==> src/shared/vout_sup_pkg.sv <==
package vout_sup_pkg;

  // ****************************************
  // clock and restart timing
  // ****************************************
  localparam int unsigned CLOCK_HZ = 125000000;
  localparam int unsigned HZ_PER_KHZ = 1000;
  localparam int unsigned DELAY_UNIT_MS = 200;
  localparam int unsigned DELAY_UNIT_CYCLES =
    (CLOCK_HZ / HZ_PER_KHZ) * DELAY_UNIT_MS;

  // ****************************************
  // command codes
  // ****************************************
  localparam logic [7:0] CMD_HIGH_WARN = 8'h42;
  localparam logic [7:0] CMD_LOW_WARN = 8'h43;
  localparam logic [7:0] CMD_LOW_FAULT = 8'h44;
  localparam logic [7:0] CMD_LOW_ACTION = 8'h45;

  // ****************************************
  // data format and field codes
  // ****************************************
  localparam int VOUT_EXPONENT = -5;
  localparam logic [1:0] RESP_IGNORE = 2'h0;
  localparam logic [1:0] RESP_DISABLE = 2'h2;
  localparam logic [2:0] RETRY_NONE = 3'h0;
  localparam logic [2:0] RETRY_FOREVER = 3'h7;
  localparam logic [2:0] UNITS_MIN = 3'h1;

  // ****************************************
  // reset values
  // ****************************************
  localparam logic [15:0] HIGH_WARN_RST = 16'hffff;
  localparam logic [15:0] LOW_WARN_RST = 16'h0000;
  localparam logic [15:0] LOW_FAULT_RST = 16'h0000;
  localparam logic [7:0] LOW_ACTION_RST = 8'h00;

  // ****************************************
  // types
  // ****************************************
  typedef struct packed {
    logic [1:0] resp;
    logic [2:0] retries;
    logic [2:0] delay;
  } fault_action_t;

  typedef struct packed {
    logic ov_warn;
    logic uv_warn;
    logic uv_fault;
  } vout_flags_t;

  typedef enum logic [2:0] {
    ST_OFF = 3'h0,
    ST_RUN = 3'h1,
    ST_WAIT = 3'h3,
    ST_TRY = 3'h2,
    ST_LATCH = 3'h6
  } uv_state_t;

endpackage

==> src/design/vout_limits_uv_fault_response.sv <==
`timescale 1ns/1ps
// Functional notes
// - hold 16-bit high warning threshold, exponent -5
// - hold 16-bit low warning threshold
// - hold 16-bit low fault threshold
// - action bits 2:0 give delay in 200ms
// - response 00 keeps regulating after low fault
// - response 10 disables output, then follows retries
// - retries 000: stay off until fault cleared
// - retries 1..6 attempts, then latch off
// - attempt starts spaced by delay field units
// - retries 111 retry until commanded off
module vout_limits_uv_fault_response #(
  parameter int unsigned UNIT_CYCLES = vout_sup_pkg::DELAY_UNIT_CYCLES
) (
  input wire logic i_clock,
  input wire logic i_sys_rst,
  input wire logic i_wr_en,
  input wire logic i_rd_en,
  input wire logic [7:0] i_cmd,
  input wire logic [15:0] i_wr_data,
  output logic [15:0] o_rd_data,
  output logic o_rd_valid,
  output logic o_cmd_error,
  input wire logic [15:0] i_vout_meas,
  input wire logic i_on_cmd,
  input wire logic i_shutdown,
  input wire logic i_fault_clear,
  output logic o_output_en,
  output vout_sup_pkg::vout_flags_t o_flags,
  output logic [2:0] o_tries,
  output logic o_latched_off
);

  // ****************************************
  // configuration registers
  // ****************************************
  logic [15:0] high_warn_q;
  logic [15:0] low_warn_q;
  logic [15:0] low_fault_q;
  vout_sup_pkg::fault_action_t action_q;
  logic known_cmd;

  assign known_cmd = (i_cmd == vout_sup_pkg::CMD_HIGH_WARN) ||
    (i_cmd == vout_sup_pkg::CMD_LOW_WARN) ||
    (i_cmd == vout_sup_pkg::CMD_LOW_FAULT) ||
    (i_cmd == vout_sup_pkg::CMD_LOW_ACTION);

  always_ff @(posedge i_clock) begin
    if (i_sys_rst) begin
      high_warn_q <= vout_sup_pkg::HIGH_WARN_RST;
      low_warn_q <= vout_sup_pkg::LOW_WARN_RST;
      low_fault_q <= vout_sup_pkg::LOW_FAULT_RST;
      action_q <= vout_sup_pkg::LOW_ACTION_RST;
    end else if (i_wr_en) begin
      case (i_cmd)
        vout_sup_pkg::CMD_HIGH_WARN: high_warn_q <= i_wr_data;
        vout_sup_pkg::CMD_LOW_WARN: low_warn_q <= i_wr_data;
        vout_sup_pkg::CMD_LOW_FAULT: low_fault_q <= i_wr_data;
        vout_sup_pkg::CMD_LOW_ACTION: action_q <= i_wr_data[7:0];
        default: ;
      endcase
    end
  end

  // ****************************************
  // read-back
  // ****************************************
  always_ff @(posedge i_clock) begin
    if (i_sys_rst) begin
      o_rd_data <= 16'h0000;
      o_rd_valid <= 1'b0;
      o_cmd_error <= 1'b0;
    end else begin
      o_rd_valid <= i_rd_en && known_cmd;
      o_cmd_error <= (i_rd_en || i_wr_en) && !known_cmd;
      if (i_rd_en) begin
        case (i_cmd)
          vout_sup_pkg::CMD_HIGH_WARN: o_rd_data <= high_warn_q;
          vout_sup_pkg::CMD_LOW_WARN: o_rd_data <= low_warn_q;
          vout_sup_pkg::CMD_LOW_FAULT: o_rd_data <= low_fault_q;
          vout_sup_pkg::CMD_LOW_ACTION: o_rd_data <= {8'h00, action_q};
          default: o_rd_data <= 16'h0000;
        endcase
      end
    end
  end

  // ****************************************
  // voltage comparisons
  // ****************************************
  logic uv_now;

  assign uv_now = i_vout_meas < low_fault_q;

  always_ff @(posedge i_clock) begin
    if (i_sys_rst) begin
      o_flags <= '0;
    end else begin
      o_flags.ov_warn <= i_vout_meas > high_warn_q;
      o_flags.uv_warn <= i_vout_meas < low_warn_q;
      o_flags.uv_fault <= uv_now;
    end
  end

  // ****************************************
  // low fault response state machine
  // ****************************************
  vout_sup_pkg::uv_state_t state_q;
  vout_sup_pkg::uv_state_t state_d;
  logic [2:0] tries_d;
  logic timer_start;
  logic timer_done;
  logic tries_left;

  assign tries_left = (action_q.retries == vout_sup_pkg::RETRY_FOREVER) ||
    (o_tries != action_q.retries);

  always_comb begin
    state_d = state_q;
    tries_d = o_tries;
    timer_start = 1'b0;
    case (state_q)
      vout_sup_pkg::ST_OFF: begin
        if (i_on_cmd && !i_shutdown) begin
          state_d = vout_sup_pkg::ST_RUN;
        end
      end
      vout_sup_pkg::ST_RUN: begin
        // any response other than disable keeps regulating
        if (uv_now && action_q.resp == vout_sup_pkg::RESP_DISABLE) begin
          tries_d = 3'h0;
          if (action_q.retries == vout_sup_pkg::RETRY_NONE) begin
            state_d = vout_sup_pkg::ST_LATCH;
          end else begin
            state_d = vout_sup_pkg::ST_WAIT;
            timer_start = 1'b1;
          end
        end
      end
      vout_sup_pkg::ST_WAIT: begin
        if (timer_done) begin
          state_d = vout_sup_pkg::ST_TRY;
          tries_d = o_tries + 3'h1;
          timer_start = 1'b1;
        end
      end
      vout_sup_pkg::ST_TRY: begin
        if (timer_done) begin
          if (!uv_now) begin
            state_d = vout_sup_pkg::ST_RUN;
          end else if (tries_left) begin
            state_d = vout_sup_pkg::ST_TRY;
            tries_d = o_tries + 3'h1;
            timer_start = 1'b1;
          end else begin
            state_d = vout_sup_pkg::ST_LATCH;
          end
        end
      end
      vout_sup_pkg::ST_LATCH: begin
        if (i_fault_clear) begin
          state_d = vout_sup_pkg::ST_OFF;
        end
      end
      default: state_d = vout_sup_pkg::ST_OFF;
    endcase
    // off command wins everywhere but a latched fault
    if ((!i_on_cmd || i_shutdown) &&
        state_q != vout_sup_pkg::ST_LATCH) begin
      state_d = vout_sup_pkg::ST_OFF;
      timer_start = 1'b0;
    end
  end

  always_ff @(posedge i_clock) begin
    if (i_sys_rst) begin
      state_q <= vout_sup_pkg::ST_OFF;
      o_tries <= 3'h0;
    end else begin
      state_q <= state_d;
      o_tries <= tries_d;
    end
  end

  always_ff @(posedge i_clock) begin
    if (i_sys_rst) begin
      o_output_en <= 1'b0;
      o_latched_off <= 1'b0;
    end else begin
      o_output_en <= (state_d == vout_sup_pkg::ST_RUN) ||
        (state_d == vout_sup_pkg::ST_TRY);
      o_latched_off <= state_d == vout_sup_pkg::ST_LATCH;
    end
  end

  restart_timer #(
    .UNIT_CYCLES(UNIT_CYCLES)
  ) u_timer (
    .i_clock(i_clock),
    .i_sys_rst(i_sys_rst),
    .i_start(timer_start),
    .i_units(action_q.delay),
    .o_done(timer_done)
  );

  // ****************************************
  // checks
  // ****************************************
  a_high_warn_hold: assert property (@(posedge i_clock) disable iff (i_sys_rst)
    i_wr_en && i_cmd == vout_sup_pkg::CMD_HIGH_WARN |=>
    high_warn_q == $past(i_wr_data)) else $error("high warn not stored");
  a_low_warn_hold: assert property (@(posedge i_clock) disable iff (i_sys_rst)
    i_wr_en && i_cmd == vout_sup_pkg::CMD_LOW_WARN |=>
    low_warn_q == $past(i_wr_data)) else $error("low warn not stored");
  a_low_fault_hold: assert property (@(posedge i_clock) disable iff (i_sys_rst)
    i_rd_en && i_cmd == vout_sup_pkg::CMD_LOW_FAULT |=>
    o_rd_valid && o_rd_data == $past(low_fault_q))
    else $error("low fault readback wrong");
  a_ignore_keeps_on: assert property (@(posedge i_clock) disable iff (i_sys_rst)
    state_q == vout_sup_pkg::ST_RUN && uv_now && i_on_cmd && !i_shutdown &&
    action_q.resp == vout_sup_pkg::RESP_IGNORE |=> o_output_en)
    else $error("output dropped under ignore");
  a_disable_on_fault: assert property (@(posedge i_clock) disable iff (i_sys_rst)
    state_q == vout_sup_pkg::ST_RUN && uv_now &&
    action_q.resp == vout_sup_pkg::RESP_DISABLE |=> !o_output_en)
    else $error("output not disabled");
  a_no_retry_latch: assert property (@(posedge i_clock) disable iff (i_sys_rst)
    state_q == vout_sup_pkg::ST_RUN && uv_now && i_on_cmd && !i_shutdown &&
    action_q.resp == vout_sup_pkg::RESP_DISABLE &&
    action_q.retries == vout_sup_pkg::RETRY_NONE |=> o_latched_off ##1
    (o_latched_off || $past(i_fault_clear))) else $error("no latch");
  a_retry_limit: assert property (@(posedge i_clock) disable iff (i_sys_rst)
    state_q == vout_sup_pkg::ST_TRY && timer_done && uv_now && i_on_cmd &&
    !i_shutdown && o_tries == action_q.retries &&
    action_q.retries != vout_sup_pkg::RETRY_FOREVER |=>
    o_latched_off && !o_output_en) else $error("retry limit missed");
  a_attempt_spacing: assert property (@(posedge i_clock) disable iff (i_sys_rst)
    $rose(o_output_en) && state_q == vout_sup_pkg::ST_TRY |->
    $past(state_q) == vout_sup_pkg::ST_WAIT && $past(timer_done))
    else $error("attempt not timed");
  a_retry_forever: assert property (@(posedge i_clock) disable iff (i_sys_rst)
    state_q == vout_sup_pkg::ST_TRY && timer_done && uv_now && i_on_cmd &&
    !i_shutdown && action_q.retries == vout_sup_pkg::RETRY_FOREVER |=>
    state_q == vout_sup_pkg::ST_TRY && o_output_en)
    else $error("endless retry stopped");
  a_ov_warn_flag: assert property (@(posedge i_clock) disable iff (i_sys_rst)
    ##1 o_flags.ov_warn == ($past(i_vout_meas) > $past(high_warn_q)))
    else $error("ov warn flag wrong");

endmodule

==> src/design/restart_timer.sv <==
`timescale 1ns/1ps
module restart_timer #(
  parameter int unsigned UNIT_CYCLES = vout_sup_pkg::DELAY_UNIT_CYCLES
) (
  input wire logic i_clock,
  input wire logic i_sys_rst,
  input wire logic i_start,
  input wire logic [2:0] i_units,
  output logic o_done
);

  // ****************************************
  // unit prescaler and unit countdown
  // ****************************************
  logic [31:0] pre_q;
  logic [2:0] left_q;
  logic busy_q;
  logic tick;

  assign tick = busy_q && (pre_q == 32'(UNIT_CYCLES - 1));

  always_ff @(posedge i_clock) begin
    if (i_sys_rst || i_start || tick) begin
      pre_q <= 32'h0000_0000;
    end else if (busy_q) begin
      pre_q <= pre_q + 32'h0000_0001;
    end
  end

  always_ff @(posedge i_clock) begin
    if (i_sys_rst) begin
      busy_q <= 1'b0;
      left_q <= 3'h0;
      o_done <= 1'b0;
    end else begin
      o_done <= 1'b0;
      if (i_start) begin
        busy_q <= 1'b1;
        // zero units still waits one unit
        left_q <= (i_units == 3'h0) ? vout_sup_pkg::UNITS_MIN : i_units;
      end else if (tick) begin
        if (left_q == vout_sup_pkg::UNITS_MIN) begin
          busy_q <= 1'b0;
          o_done <= 1'b1;
        end
        left_q <= left_q - 3'h1;
      end
    end
  end

endmodule

==> config.mk <==
export PLATFORM = sky130hd
export DESIGN_NAME = vout_limits_uv_fault_response
export DESIGN_NICKNAME = d
export VERILOG_FILES = /design/src/shared/vout_sup_pkg.sv /design/src/design/vout_limits_uv_fault_response.sv /design/src/design/restart_timer.sv
export SDC_FILE = /design/constraint.sdc
export NUM_CORES = 1
export LEC_CHECK = 0
export ABC_AREA = 1
export BUFFER_PORTS_ARGS = -buffer_cell sky130_fd_sc_hd__buf_4
export CELL_PAD_IN_SITES_DETAIL_PLACEMENT = 0
export CELL_PAD_IN_SITES_GLOBAL_PLACEMENT = 1
export CORE_ASPECT_RATIO = 0.7
export CORE_MARGIN = 2
export CORE_UTILIZATION = 39
export CTS_CLUSTER_SIZE = 28
export DETAILED_ROUTE_END_ITERATION = 10
export GPL_TIMING_DRIVEN = 0
export PLACE_DENSITY_LB_ADDON = 0.1
export SLEW_MARGIN = 20
export SYNTH_ARGS = -nofsm -noshare
export SYNTH_HDL_FRONTEND = slang
export SYNTH_SLANG_ARGS = --single-unit
==> constraint.sdc <==
create_clock -name i_clock -period 2 [get_ports i_clock]
set_input_delay 0.1 -clock i_clock [delete_from_list [all_inputs] [get_ports i_clock]]
set_output_delay 0.1 -clock i_clock [all_outputs]
set_load 0.05 [all_outputs]
==> results of run 1 <==
==> layout make-up <==
| class | instances | area share [%] |
|---|---|---|
| Clock buffer | 25 | 5.70 |
| Sequential cell | 122 | 27.7 |
| Tap cell | 225 | 3.18 |
| Inverter | 128 | 5.45 |
| Multi-Input combinational cell | 609 | 44.7 |
| Timing Repair Buffer | 113 | 10.5 |
| Clock inverter | 7 | 0.988 |
| Buffer | 28 | 1.84 |
==> path summary, 6_finish.rpt <==
check | start | endpoint | slack, ns | depth (start not counted)
max | low_fault_q[15]$_SDFFE_PP0P_ | u_timer.pre_q[29]$_SDFFE_PP0P_ | -0.16 | 14
max reg2reg | low_fault_q[15]$_SDFFE_PP0P_ | u_timer.pre_q[29]$_SDFFE_PP0P_ | -0.16 | 14
min | i_rd_en | o_cmd_error$_SDFF_PP0_ | 0.10 | 3
min reg2reg | low_warn_q[0]$_SDFFE_PP0P_ | low_warn_q[0]$_SDFFE_PP0P_ | 0.48 | 2
==> where the power goes <==
part | internal (uW) | total [uW] | switching, uW
registers | 2440 | 2440 | 2.80
logic | 204 | 481 | 277
clock network | 1990 | 3140 | 1150
==> cells in the final DEF (no fill, tap or decap), drive strengths merged, types with 5 or more instances in the layout <==
cell type,netlist,layout
nand4,20,20
o21ai,84,84
a21oi,101,101
buf,11,107
nand3,45,45
nor3,22,22
dfxtp,122,122
inv,127,127
xnor2,7,7
clkinv,1,5
nor4,16,16
dlygate4sd3,0,17
nand2,119,119
o22ai,22,22
xor2,21,21
nor2,79,79
ha,50,50
clkbuf,17,42
==> per-stage QoR <==
stage / power, uW / setup TNS (ns) / instance area, um2 / setup WS (ns) / utilization (%)
6_report: 6070 / -4.31 / 8860 / -0.161 / 53.9
5_1_grt: 6240 / -9.59 / 8860 / -0.280 / 53.9
2_1_floorplan: 2680 / 0 / 6620 / 0.0679 / -
3_5_place_dp: 2870 / -18.49 / 7440 / -0.503 / 45.2
3_3_place_gp: 2870 / -17.21 / 7440 / -0.475 / 45.2
4_1_cts: 6090 / -1.27 / 8730 / -0.107 / 53.1
==> repair_timing <==
action,in CTS,in global routing
setup buffers,17,8
hold buffers,17,0
gates resized for setup,75,35
pin swaps,20,13
setup endpoints to repair,45,46
cloned,2,0
endpoints found under the hold margin,33,0
==> state kept, by name (all words and copies together), names as in the netlist <==
signal,cells
o_rd_data,16
o_flags,3
o_cmd_error,1
o_rd_valid,1
high_warn_q,16
u_timer.busy_q,1
o_latched_off,1
o_output_en,1
u_timer.o_done,1
state_q,3
low_fault_q,16
u_timer.pre_q,32
action_q,8
o_tries,3
u_timer.left_q,3
low_warn_q,16
==> logic make-up after synthesis <==
group | after synthesis | share of synthesized area (%)
AOI/OAI and AO/OA | 219 | 18.0
adders and majority gates | 50 | 9.44
DFF | 122 | 36.9
buffers and inverters | 156 | 9.46
xor gates and xnor gates | 28 | 3.70
and+or+nand+nor | 312 | 22.6
==> worst max-delay path, delay by kind of cell, from the launching register on <==
kind	cells	cell delay [ns]
and+or+nand+nor	9	0.99
buffers and inverters	3	0.41
DFF	1	0.32
adders and majority gates	1	0.26
AOI/OAI and AO/OA	1	0.10
==> per-layer routing <==
metal  global-route usage [%]  routed length (um)  vias up
li1                         -                   -     3264
met1                     39.6               11900     2989
met2                     31.7                8150      190
met3                     5.50                1460       21
met4                     6.36                 222        0
met5                        0                   0        -
==> results.cfg, run 1 <==
[run_status]
status = finished, violations left
violations = setup timing

[timing]
final_hold_viol_count = 0
finalMaxSlewViolations = 0
period_minus_slack_ns = 2.16
worst_slew_margin_rel_pct = 48.5
worstMarginPinSlew_ns = 0.773
grt_setup_unrepaired = yes
setup_ws_ns = -0.161
setup_viol = 38
period_share_pct = 108
finalHoldWorstSlack_ns = 0.103
fmax_mhz = 463
worst_clock_skew_ns = 0.00901

[floorplanning]
core.rowCount = 39
top_level_ports = 73
design.die.area_um2 = 18100
fp.coreArea_um2 = 16400
chipHeight_um = 113
die_width_um = 160
floorplan.initialDensity_pct = 40.3

[global_route]
via_count_of_the_first_global_routing_pass = 5921
grt-ovfl-total = 0
groute.usage.overall_pct = 24.5
antenna_violations_before_repair = 0
grt_start_max_net_pins = 17
global_route_wire_length_before_repair_um = 33700

[logic_synthesis]
async_reset_ff_share_pct = 0
synth_top_cells_by_count = sky130_fd_sc_hd__inv_1, sky130_fd_sc_hd__dfxtp_1, sky130_fd_sc_hd__nand2_1, sky130_fd_sc_hd__a21oi_1, sky130_fd_sc_hd__nor2_1
synth.top_cell.area_share_pct = 36.9
synth_top_cell_by_area = sky130_fd_sc_hd__dfxtp_1
ys.flop_type = sky130_fd_sc_hd__dfxtp_1
synthTopCellsByArea = sky130_fd_sc_hd__dfxtp_1, sky130_fd_sc_hd__ha_1, sky130_fd_sc_hd__a21oi_1
synth_area_um2 = 6620
nets_in_the_synthesized_netlist = 984
share_of_the_yosys_chip_area_belonging_to_registers_pct = 36.9
yosysMostFrequentCell = sky130_fd_sc_hd__inv_1
post_synth.cell_area_avg_um2 = 7.47
synth_warn = 0
postSynthCellCount = 887
netlist-cell-type-count = 45
synth_seq_cells = 122
number_of_synthesized_flops_with_an_enable_pin = 0

[pwr]
powerDensity_nw_per_um2 = 685
vdd_drop_max_uv = 387
power.leakage_uw = 0.00357

[cells_and_area]
drive_above_1_share_pct = 23.8
final-seq-area_um2 = 2450
layout.filler_cells = 1583
nNetsFinal = 1116
area.growth.synth_to_final_pct = 33.8
antenna_cells_inserted = 0
multiInputGateArea_um2 = 3960
non_filler_instance_count_after_layout = 1257

[setup_path]
critical_path_capture_point_type = flop
crit_path_max_incr_delay_ns = 0.32
worstSetupStartpointType = flop
worst_ep_required_time_ns = 2.35
timing.critical_path.cells = inv_2, ha_4, nand4_1, buf_6, nor4_4, nand2_2, nand3_2, nand2_1, nand2_1, nand2_2, nand2_4, nand3_4, buf_8, a21oi_2
slowest_stage = sky130_fd_sc_hd__dfxtp_2
worstPathMaxFanout = 7
cp_data_arrival_time_ns = 2.51
path_class = reg -> reg

[placement]
dpl.cell_count = 1183
port-buffer-count = 71
dpl.hpwl_um = 15600
gp_congestion = 0.914

[worst_hold_path]
hold_path_class = in -> reg

[cts]
clkSlewWorstSetupHoldPaths_ns = 0.06
h-tree-depth = 4
clock_sinks = 122
tritoncts = done
clockBufferDepth = 2
tritoncts.num_buffers = 17
ctsRootBufferMaster = sky130_fd_sc_hd__clkbuf_16
clk_lat_worst_skew_ns = 0.42

[detailed_routing]
drtIter0Drc = 616
detailroute.via_count = 6464
drtAntennaViolNets = 0
drc_errors = 0
vias_per_cell = 5.14
drt_pass1_iterations = 7
drt-total-wl_um = 21700
wl_per_cell_um = 17.3

[flow_run]
drv_cap = 0
Power figures use the tool's default switching activity.
==> run 2: changes to the inputs <==
--- a/config.mk
+++ b/config.mk
@@ -16,6 +16,7 @@
 export DETAILED_ROUTE_END_ITERATION = 10
 export GPL_TIMING_DRIVEN = 0
 export PLACE_DENSITY_LB_ADDON = 0.1
+export SKIP_LAST_GASP = 1
 export SLEW_MARGIN = 20
 export SYNTH_ARGS = -nofsm -noshare
 export SYNTH_HDL_FRONTEND = slang
==> constraint.sdc (replaced) <==
create_clock -name i_clock -period 1.8 [get_ports i_clock]
set_input_delay 0.09 -clock i_clock [delete_from_list [all_inputs] [get_ports i_clock]]
set_output_delay 0.09 -clock i_clock [all_outputs]
set_load 0.05 [all_outputs]
==> results.cfg, run 2 (synthesized netlist as in run 1, its figures left out) <==
[global_route]
antenna_violations_before_repair = 0
groute.usage.overall_pct = 24.0
via_count_of_the_first_global_routing_pass = 5801
grt_start_max_net_pins = 17
global_route_wire_length_before_repair_um = 33000
grt-ovfl-total = 0

[detailed_routing]
drt-total-wl_um = 21300
drt_pass1_iterations = 5
vias_per_cell = 5.13
wl_per_cell_um = 17.0
drtAntennaViolNets = 0
drtIter0Drc = 479
drc_errors = 0
detailroute.via_count = 6420

[floorplanning]
die_width_um = 160
fp.coreArea_um2 = 16400
core.rowCount = 39
floorplan.initialDensity_pct = 40.3
design.die.area_um2 = 18100
chipHeight_um = 113
top_level_ports = 73

[setup_path]
path_class = reg -> reg
worstSetupStartpointType = flop
reg2reg_depth = 14
worstPathMaxFanout = 7
critical_path_capture_point_type = flop
worst_ep_required_time_ns = 2.16
cp_data_arrival_time_ns = 2.52

[cts]
clkSlewWorstSetupHoldPaths_ns = 0.06
clk_lat_worst_skew_ns = 0.43
h-tree-depth = 4
tritoncts = done
tritoncts.num_buffers = 17
ctsRootBufferMaster = sky130_fd_sc_hd__clkbuf_16
clockBufferDepth = 2
clock_sinks = 122

[cells_and_area]
largest_register_ff_count = 32
drive_above_1_share_pct = 23.8
design_area_um2 = 8830
regMostFlops = u_timer.pre_q
nNetsFinal = 1111
most-common-layout-cells = sky130_fd_sc_hd__inv_1, sky130_fd_sc_hd__dfxtp_1, sky130_fd_sc_hd__nand2_1
layout.filler_cells = 1650
leading_cell_type_in_the_layout_fill_and_taps_excluded = sky130_fd_sc_hd__inv_1
antenna_cells_inserted = 0
area.growth.synth_to_final_pct = 33.4

[flow_run]
drv_cap = 0

[pwr]
final_power_uw = 6810
powerDensity_nw_per_um2 = 771
power.leakage_uw = 0.00355
vdd_drop_max_uv = 468

[run_status]
violations = setup timing
status = finished, violations left

[placement]
port-buffer-count = 71
dpl.hpwl_um = 15600
postPlaceCellArea_um2 = 7520
gp_congestion = 0.860

[timing]
worst_clock_skew_ns = 0.00938
finalMaxSlewViolations = 0
worstMarginPinSlew_ns = 0.850
fmax_mhz = 462
period_minus_slack_ns = 2.16
final_hold_viol_count = 0
worst_slew_margin_rel_pct = 43.3
period_share_pct = 120
grt_setup_unrepaired = yes
finalHoldWorstSlack_ns = 0.0756
setup_ws_ns = -0.363
setup_viol = 45

[worst_hold_path]
hold_path_class = in -> reg
worstHoldPathCells = 3
## run 2: cell count changes in the layout (fill, tap and decap cells not counted), moves of 5 or more
cell,previous run,this run
sky130_fd_sc_hd__buf_4,94,89
sky130_fd_sc_hd__clkinvlp_4,1,6
sky130_fd_sc_hd__nand2_1,111,106
sky130_fd_sc_hd__nor2_1,57,65
sky130_fd_sc_hd__nor2_2,8,2
## run 2: metrics by stage
stage          utilization [%]  setup WS, ns  setup TNS, ns  cells
6_report                  53.7        -0.363         -13.02   1252
5_1_grt                   53.7        -0.512         -19.81   1252
4_1_cts                   52.3        -0.318         -11.08   1245
3_5_place_dp              45.8        -0.499         -29.51   1183
3_3_place_gp              45.8        -0.501         -28.96   1183
2_1_floorplan                -       -0.0103         -0.102    887
## run 2: power by group
part	switching [uW]	total, uW	leakage, uW	internal, uW
combinational	306	530	0.00228	224
sequential	3.12	2710	0.000989	2710
clock	1360	3570	0.000281	2220
## run 2: final timing paths
| path | slack (ns) | to | from |
|---|---|---|---|
| max | -0.36 | u_timer.pre_q[24]$_SDFFE_PP0P_ | low_fault_q[14]$_SDFFE_PP0P_ |
| min | 0.08 | o_cmd_error$_SDFF_PP0_ | i_rd_en |
| max reg2reg | -0.36 | u_timer.pre_q[24]$_SDFFE_PP0P_ | low_fault_q[14]$_SDFFE_PP0P_ |
| min reg2reg | 0.47 | low_fault_q[1]$_SDFFE_PP0P_ | low_fault_q[1]$_SDFFE_PP0P_ |
## run 2: worst max-delay path, stage by stage (launching register included)
cell and delay [ns]:
sky130_fd_sc_hd__dfxtp_2 0.32, sky130_fd_sc_hd__inv_2 0.04, sky130_fd_sc_hd__ha_4 0.25, sky130_fd_sc_hd__nand4_1 0.10
sky130_fd_sc_hd__buf_6 0.16, sky130_fd_sc_hd__nor4_4 0.22, sky130_fd_sc_hd__nand2_2 0.11, sky130_fd_sc_hd__nand3_2 0.09
sky130_fd_sc_hd__nand2_1 0.05, sky130_fd_sc_hd__nand2_1 0.07, sky130_fd_sc_hd__nand2_2 0.07, sky130_fd_sc_hd__nand2_4 0.09
sky130_fd_sc_hd__nand3_4 0.18, sky130_fd_sc_hd__buf_8 0.22, sky130_fd_sc_hd__a21oi_2 0.11
## run 2: metal layers
metal / vias to the layer above / track usage (%) / routed length (um)
met5: - / 0 / 0
met4: 0 / 6.12 / 201
met3: 16 / 4.73 / 1500
met2: 195 / 30.6 / 7570
met1: 2941 / 39.4 / 12000
li1: 3268 / - / -
## run 2: what timing repair did
| item | CTS | global route |
|---|---|---|
| resized for setup | 44 | 47 |
| setup endpoints to repair | 45 | 48 |
| hold buffers | 16 | 1 |
| buffers inserted | 14 | 5 |
| pin swaps | 20 | 8 |
| endpoints found under the hold margin | 45 | 1 |
| gates cloned | 1 | 1 |
## run 2: cell type report
cell class,count,area (um2),area share [%]
Sequential cell,122,2460,27.8
Clock inverter,14,171,1.94
Multi-Input combinational cell,609,3940,44.6
Buffer,28,160,1.81
Timing Repair Buffer,108,902,10.2
Tap cell,225,282,3.19
Inverter,128,483,5.47
Clock buffer,18,439,4.97
==> run 3: changes to the inputs <==
--- a/config.mk
+++ b/config.mk
@@ -11,11 +11,11 @@
 export CELL_PAD_IN_SITES_GLOBAL_PLACEMENT = 1
 export CORE_ASPECT_RATIO = 0.7
 export CORE_MARGIN = 2
-export CORE_UTILIZATION = 39
+export CORE_UTILIZATION = 41
 export CTS_CLUSTER_SIZE = 28
 export DETAILED_ROUTE_END_ITERATION = 10
 export GPL_TIMING_DRIVEN = 0
-export PLACE_DENSITY_LB_ADDON = 0.1
+export PLACE_DENSITY_LB_ADDON = 0.3
 export SKIP_LAST_GASP = 1
 export SLEW_MARGIN = 20
 export SYNTH_ARGS = -nofsm -noshare
==> constraint.sdc (replaced) <==
create_clock -name i_clock -period 2.2 [get_ports i_clock]
set_input_delay 0.11 -clock i_clock [delete_from_list [all_inputs] [get_ports i_clock]]
set_output_delay 0.11 -clock i_clock [all_outputs]
set_load 0.05 [all_outputs]
==> results.cfg, run 3 (synthesized netlist as in run 1, its figures left out) <==
[cts]
clkSlewWorstSetupHoldPaths_ns = 0.06
tritoncts.num_buffers = 17
clockBufferDepth = 2
tritoncts = done
clock_sinks = 122
h-tree-depth = 4
clk_lat_worst_skew_ns = 0.42
ctsRootBufferMaster = sky130_fd_sc_hd__clkbuf_16

[timing]
setup_ws_ns = -0.0222
period_share_pct = 101
finalHoldWorstSlack_ns = 0.101
period_minus_slack_ns = 2.22
fmax_mhz = 450
worst_clock_skew_ns = 0.00684
finalMaxSlewViolations = 0
grt_setup_unrepaired = yes
worstMarginPinSlew_ns = 0.704
setup_viol = 4
final_hold_viol_count = 0
worst_slew_margin_rel_pct = 53.0
fin_tns_setup_ns = -0.0275

[detailed_routing]
drt_pass1_iterations = 7
drc_errors = 0
drt-total-wl_um = 20600
detailroute.via_count = 6510
wl_per_cell_um = 17.0
drtAntennaViolNets = 0
vias_per_cell = 5.35
drtIter0Drc = 489

[cells_and_area]
regMostFlops = u_timer.pre_q
final_core_utilization_pct = 55.1
nNetsFinal = 1101
antenna_cells_inserted = 0
leading_cell_type_in_the_layout_fill_and_taps_excluded = sky130_fd_sc_hd__dfxtp_1
most-common-layout-cells = sky130_fd_sc_hd__dfxtp_1, sky130_fd_sc_hd__inv_1, sky130_fd_sc_hd__nand2_1
largest_register_ff_count = 32
area.growth.synth_to_final_pct = 30.2
drive_above_1_share_pct = 20.4

[setup_path]
r2r_end = u_timer.pre_q[28]$_SDFFE_PP0P_
setup_crit_start = low_fault_q[8]$_SDFFE_PP0P_
reg2reg_depth = 13
timing.critical_path.cells = inv_1, ha_1, inv_1, nor4_4, nand2_2, nand3_2, nand2_1, nand2_1, nand2_2, nand2_4, nand3_4, clkbuf_16, a21oi_2
critical_path_capture_point_type = flop
path_class = reg -> reg
worst_ep_required_time_ns = 2.56
r2r_setup_slk_ns = -0.02
crit_path_end = u_timer.pre_q[28]$_SDFFE_PP0P_
slowest_stage = sky130_fd_sc_hd__nor4_4
worstReg2RegStart = low_fault_q[8]$_SDFFE_PP0P_
worstPathMaxFanout = 8
crit_path_max_incr_delay_ns = 0.39
worstSetupStartpointType = flop
cp_data_arrival_time_ns = 2.58

[global_route]
groute.usage.overall_pct = 24.6
grt-ovfl-total = 0
global_route_wire_length_before_repair_um = 31900
via_count_of_the_first_global_routing_pass = 5907
antenna_violations_before_repair = 0
grt_start_max_net_pins = 17

[floorplanning]
top_level_ports = 73
die_width_um = 156
core.rowCount = 38
fp.coreArea_um2 = 15600
floorplan.initialDensity_pct = 42.3
design.die.area_um2 = 17200
chipHeight_um = 110

[pwr]
powerDensity_nw_per_um2 = 619
vdd_drop_max_uv = 485
power.leakage_uw = 0.00348

[placement]
dpl.hpwl_um = 15200
gp_congestion = 0.867
port-buffer-count = 71

[run_status]
violations = setup timing
status = finished, violations left

[worst_hold_path]
hold_path_class = in -> reg
worst_hold_startpoint = i_wr_en

[flow_run]
drv_cap = 0
-- run 3: cell count changes in the layout (fill, tap and decap cells not counted), moves of 8 or more --
| cell | before | now |
|---|---|---|
| sky130_fd_sc_hd__buf_4 | 89 | 80 |
| sky130_fd_sc_hd__nor2_1 | 65 | 55 |
| sky130_fd_sc_hd__dfxtp_1 | 111 | 119 |
| sky130_fd_sc_hd__dfxtp_2 | 11 | 3 |
-- run 3: through the flow --
step	setup WS [ns]	instances	power [uW]	instance area (um2)
after floorplan	0.268	887	2440	6620
after global placement	-0.324	1158	2600	7410
after detailed placement	-0.349	1158	2600	7410
after CTS	0.0206	1212	5300	8200
after global routing	-0.0925	1217	5510	8630
final	-0.0222	1217	5340	8630
-- run 3: repair_timing --
item,4_1_cts,5_1_grt
hold endpoints to repair,27,0
endpoints found under the setup margin,40,43
hold buffers,17,0
cloned,0,3
setup buffers,5,3
gates resized for setup,6,82
pin swaps,2,7
-- run 3: how the worst min path moves through the flow --
stage / end / slack [ns] / cells past startpoint
finish: o_cmd_error$_SDFF_PP0_ / 0.10 / 3
global placement: high_warn_q[12]$_SDFFE_PP1P_ / 0.34 / 3
CTS: o_cmd_error$_SDFF_PP0_ / 0.09 / 3
global route: o_rd_data[4]$_SDFFE_PP0P_ / 0.12 / 3
floorplan: high_warn_q[15]$_SDFFE_PP1P_ / 0.21 / 2
detailed placement: high_warn_q[12]$_SDFFE_PP1P_ / 0.35 / 3
-- run 3: final cells by class --
| cell class | instances | area (um2) |
|---|---|---|
| well taps | 200 | 250 |
| repair buffers | 98 | 835 |
| clock buffers | 23 | 458 |
| plain buffers | 28 | 163 |
| fillers | 1484 | 7020 |
| inverters | 128 | 483 |
| clock inverters | 9 | 97.6 |
| flip-flops and latches | 122 | 2450 |
| multi-input cells | 609 | 3890 |
-- run 3: power breakdown --
part           internal, uW  switching [uW]
logic                   181             240
registers              2220            3.14
clock network          1680            1010
total                  4080            1260
-- run 3: routing by layer --
layer | track usage, % | part of all wire (%) | vias to the layer above
li1 | - | - | 3230
met1 | 37.6 | 52 | 3019
met2 | 34.6 | 39 | 242
met3 | 5.08 | 7.5 | 19
met4 | 6.88 | 1.2 | 0
met5 | 0 | 0 | -
-- run 3: worst max-delay path, delay by kind of cell, from the launching register on --
| kind | cells | cell delay (ns) |
|---|---|---|
| simple gates | 8 | 1.08 |
| buf+inv | 3 | 0.40 |
| flops | 1 | 0.31 |
| fa+ha+maj | 1 | 0.27 |
| compound gates | 1 | 0.10 |
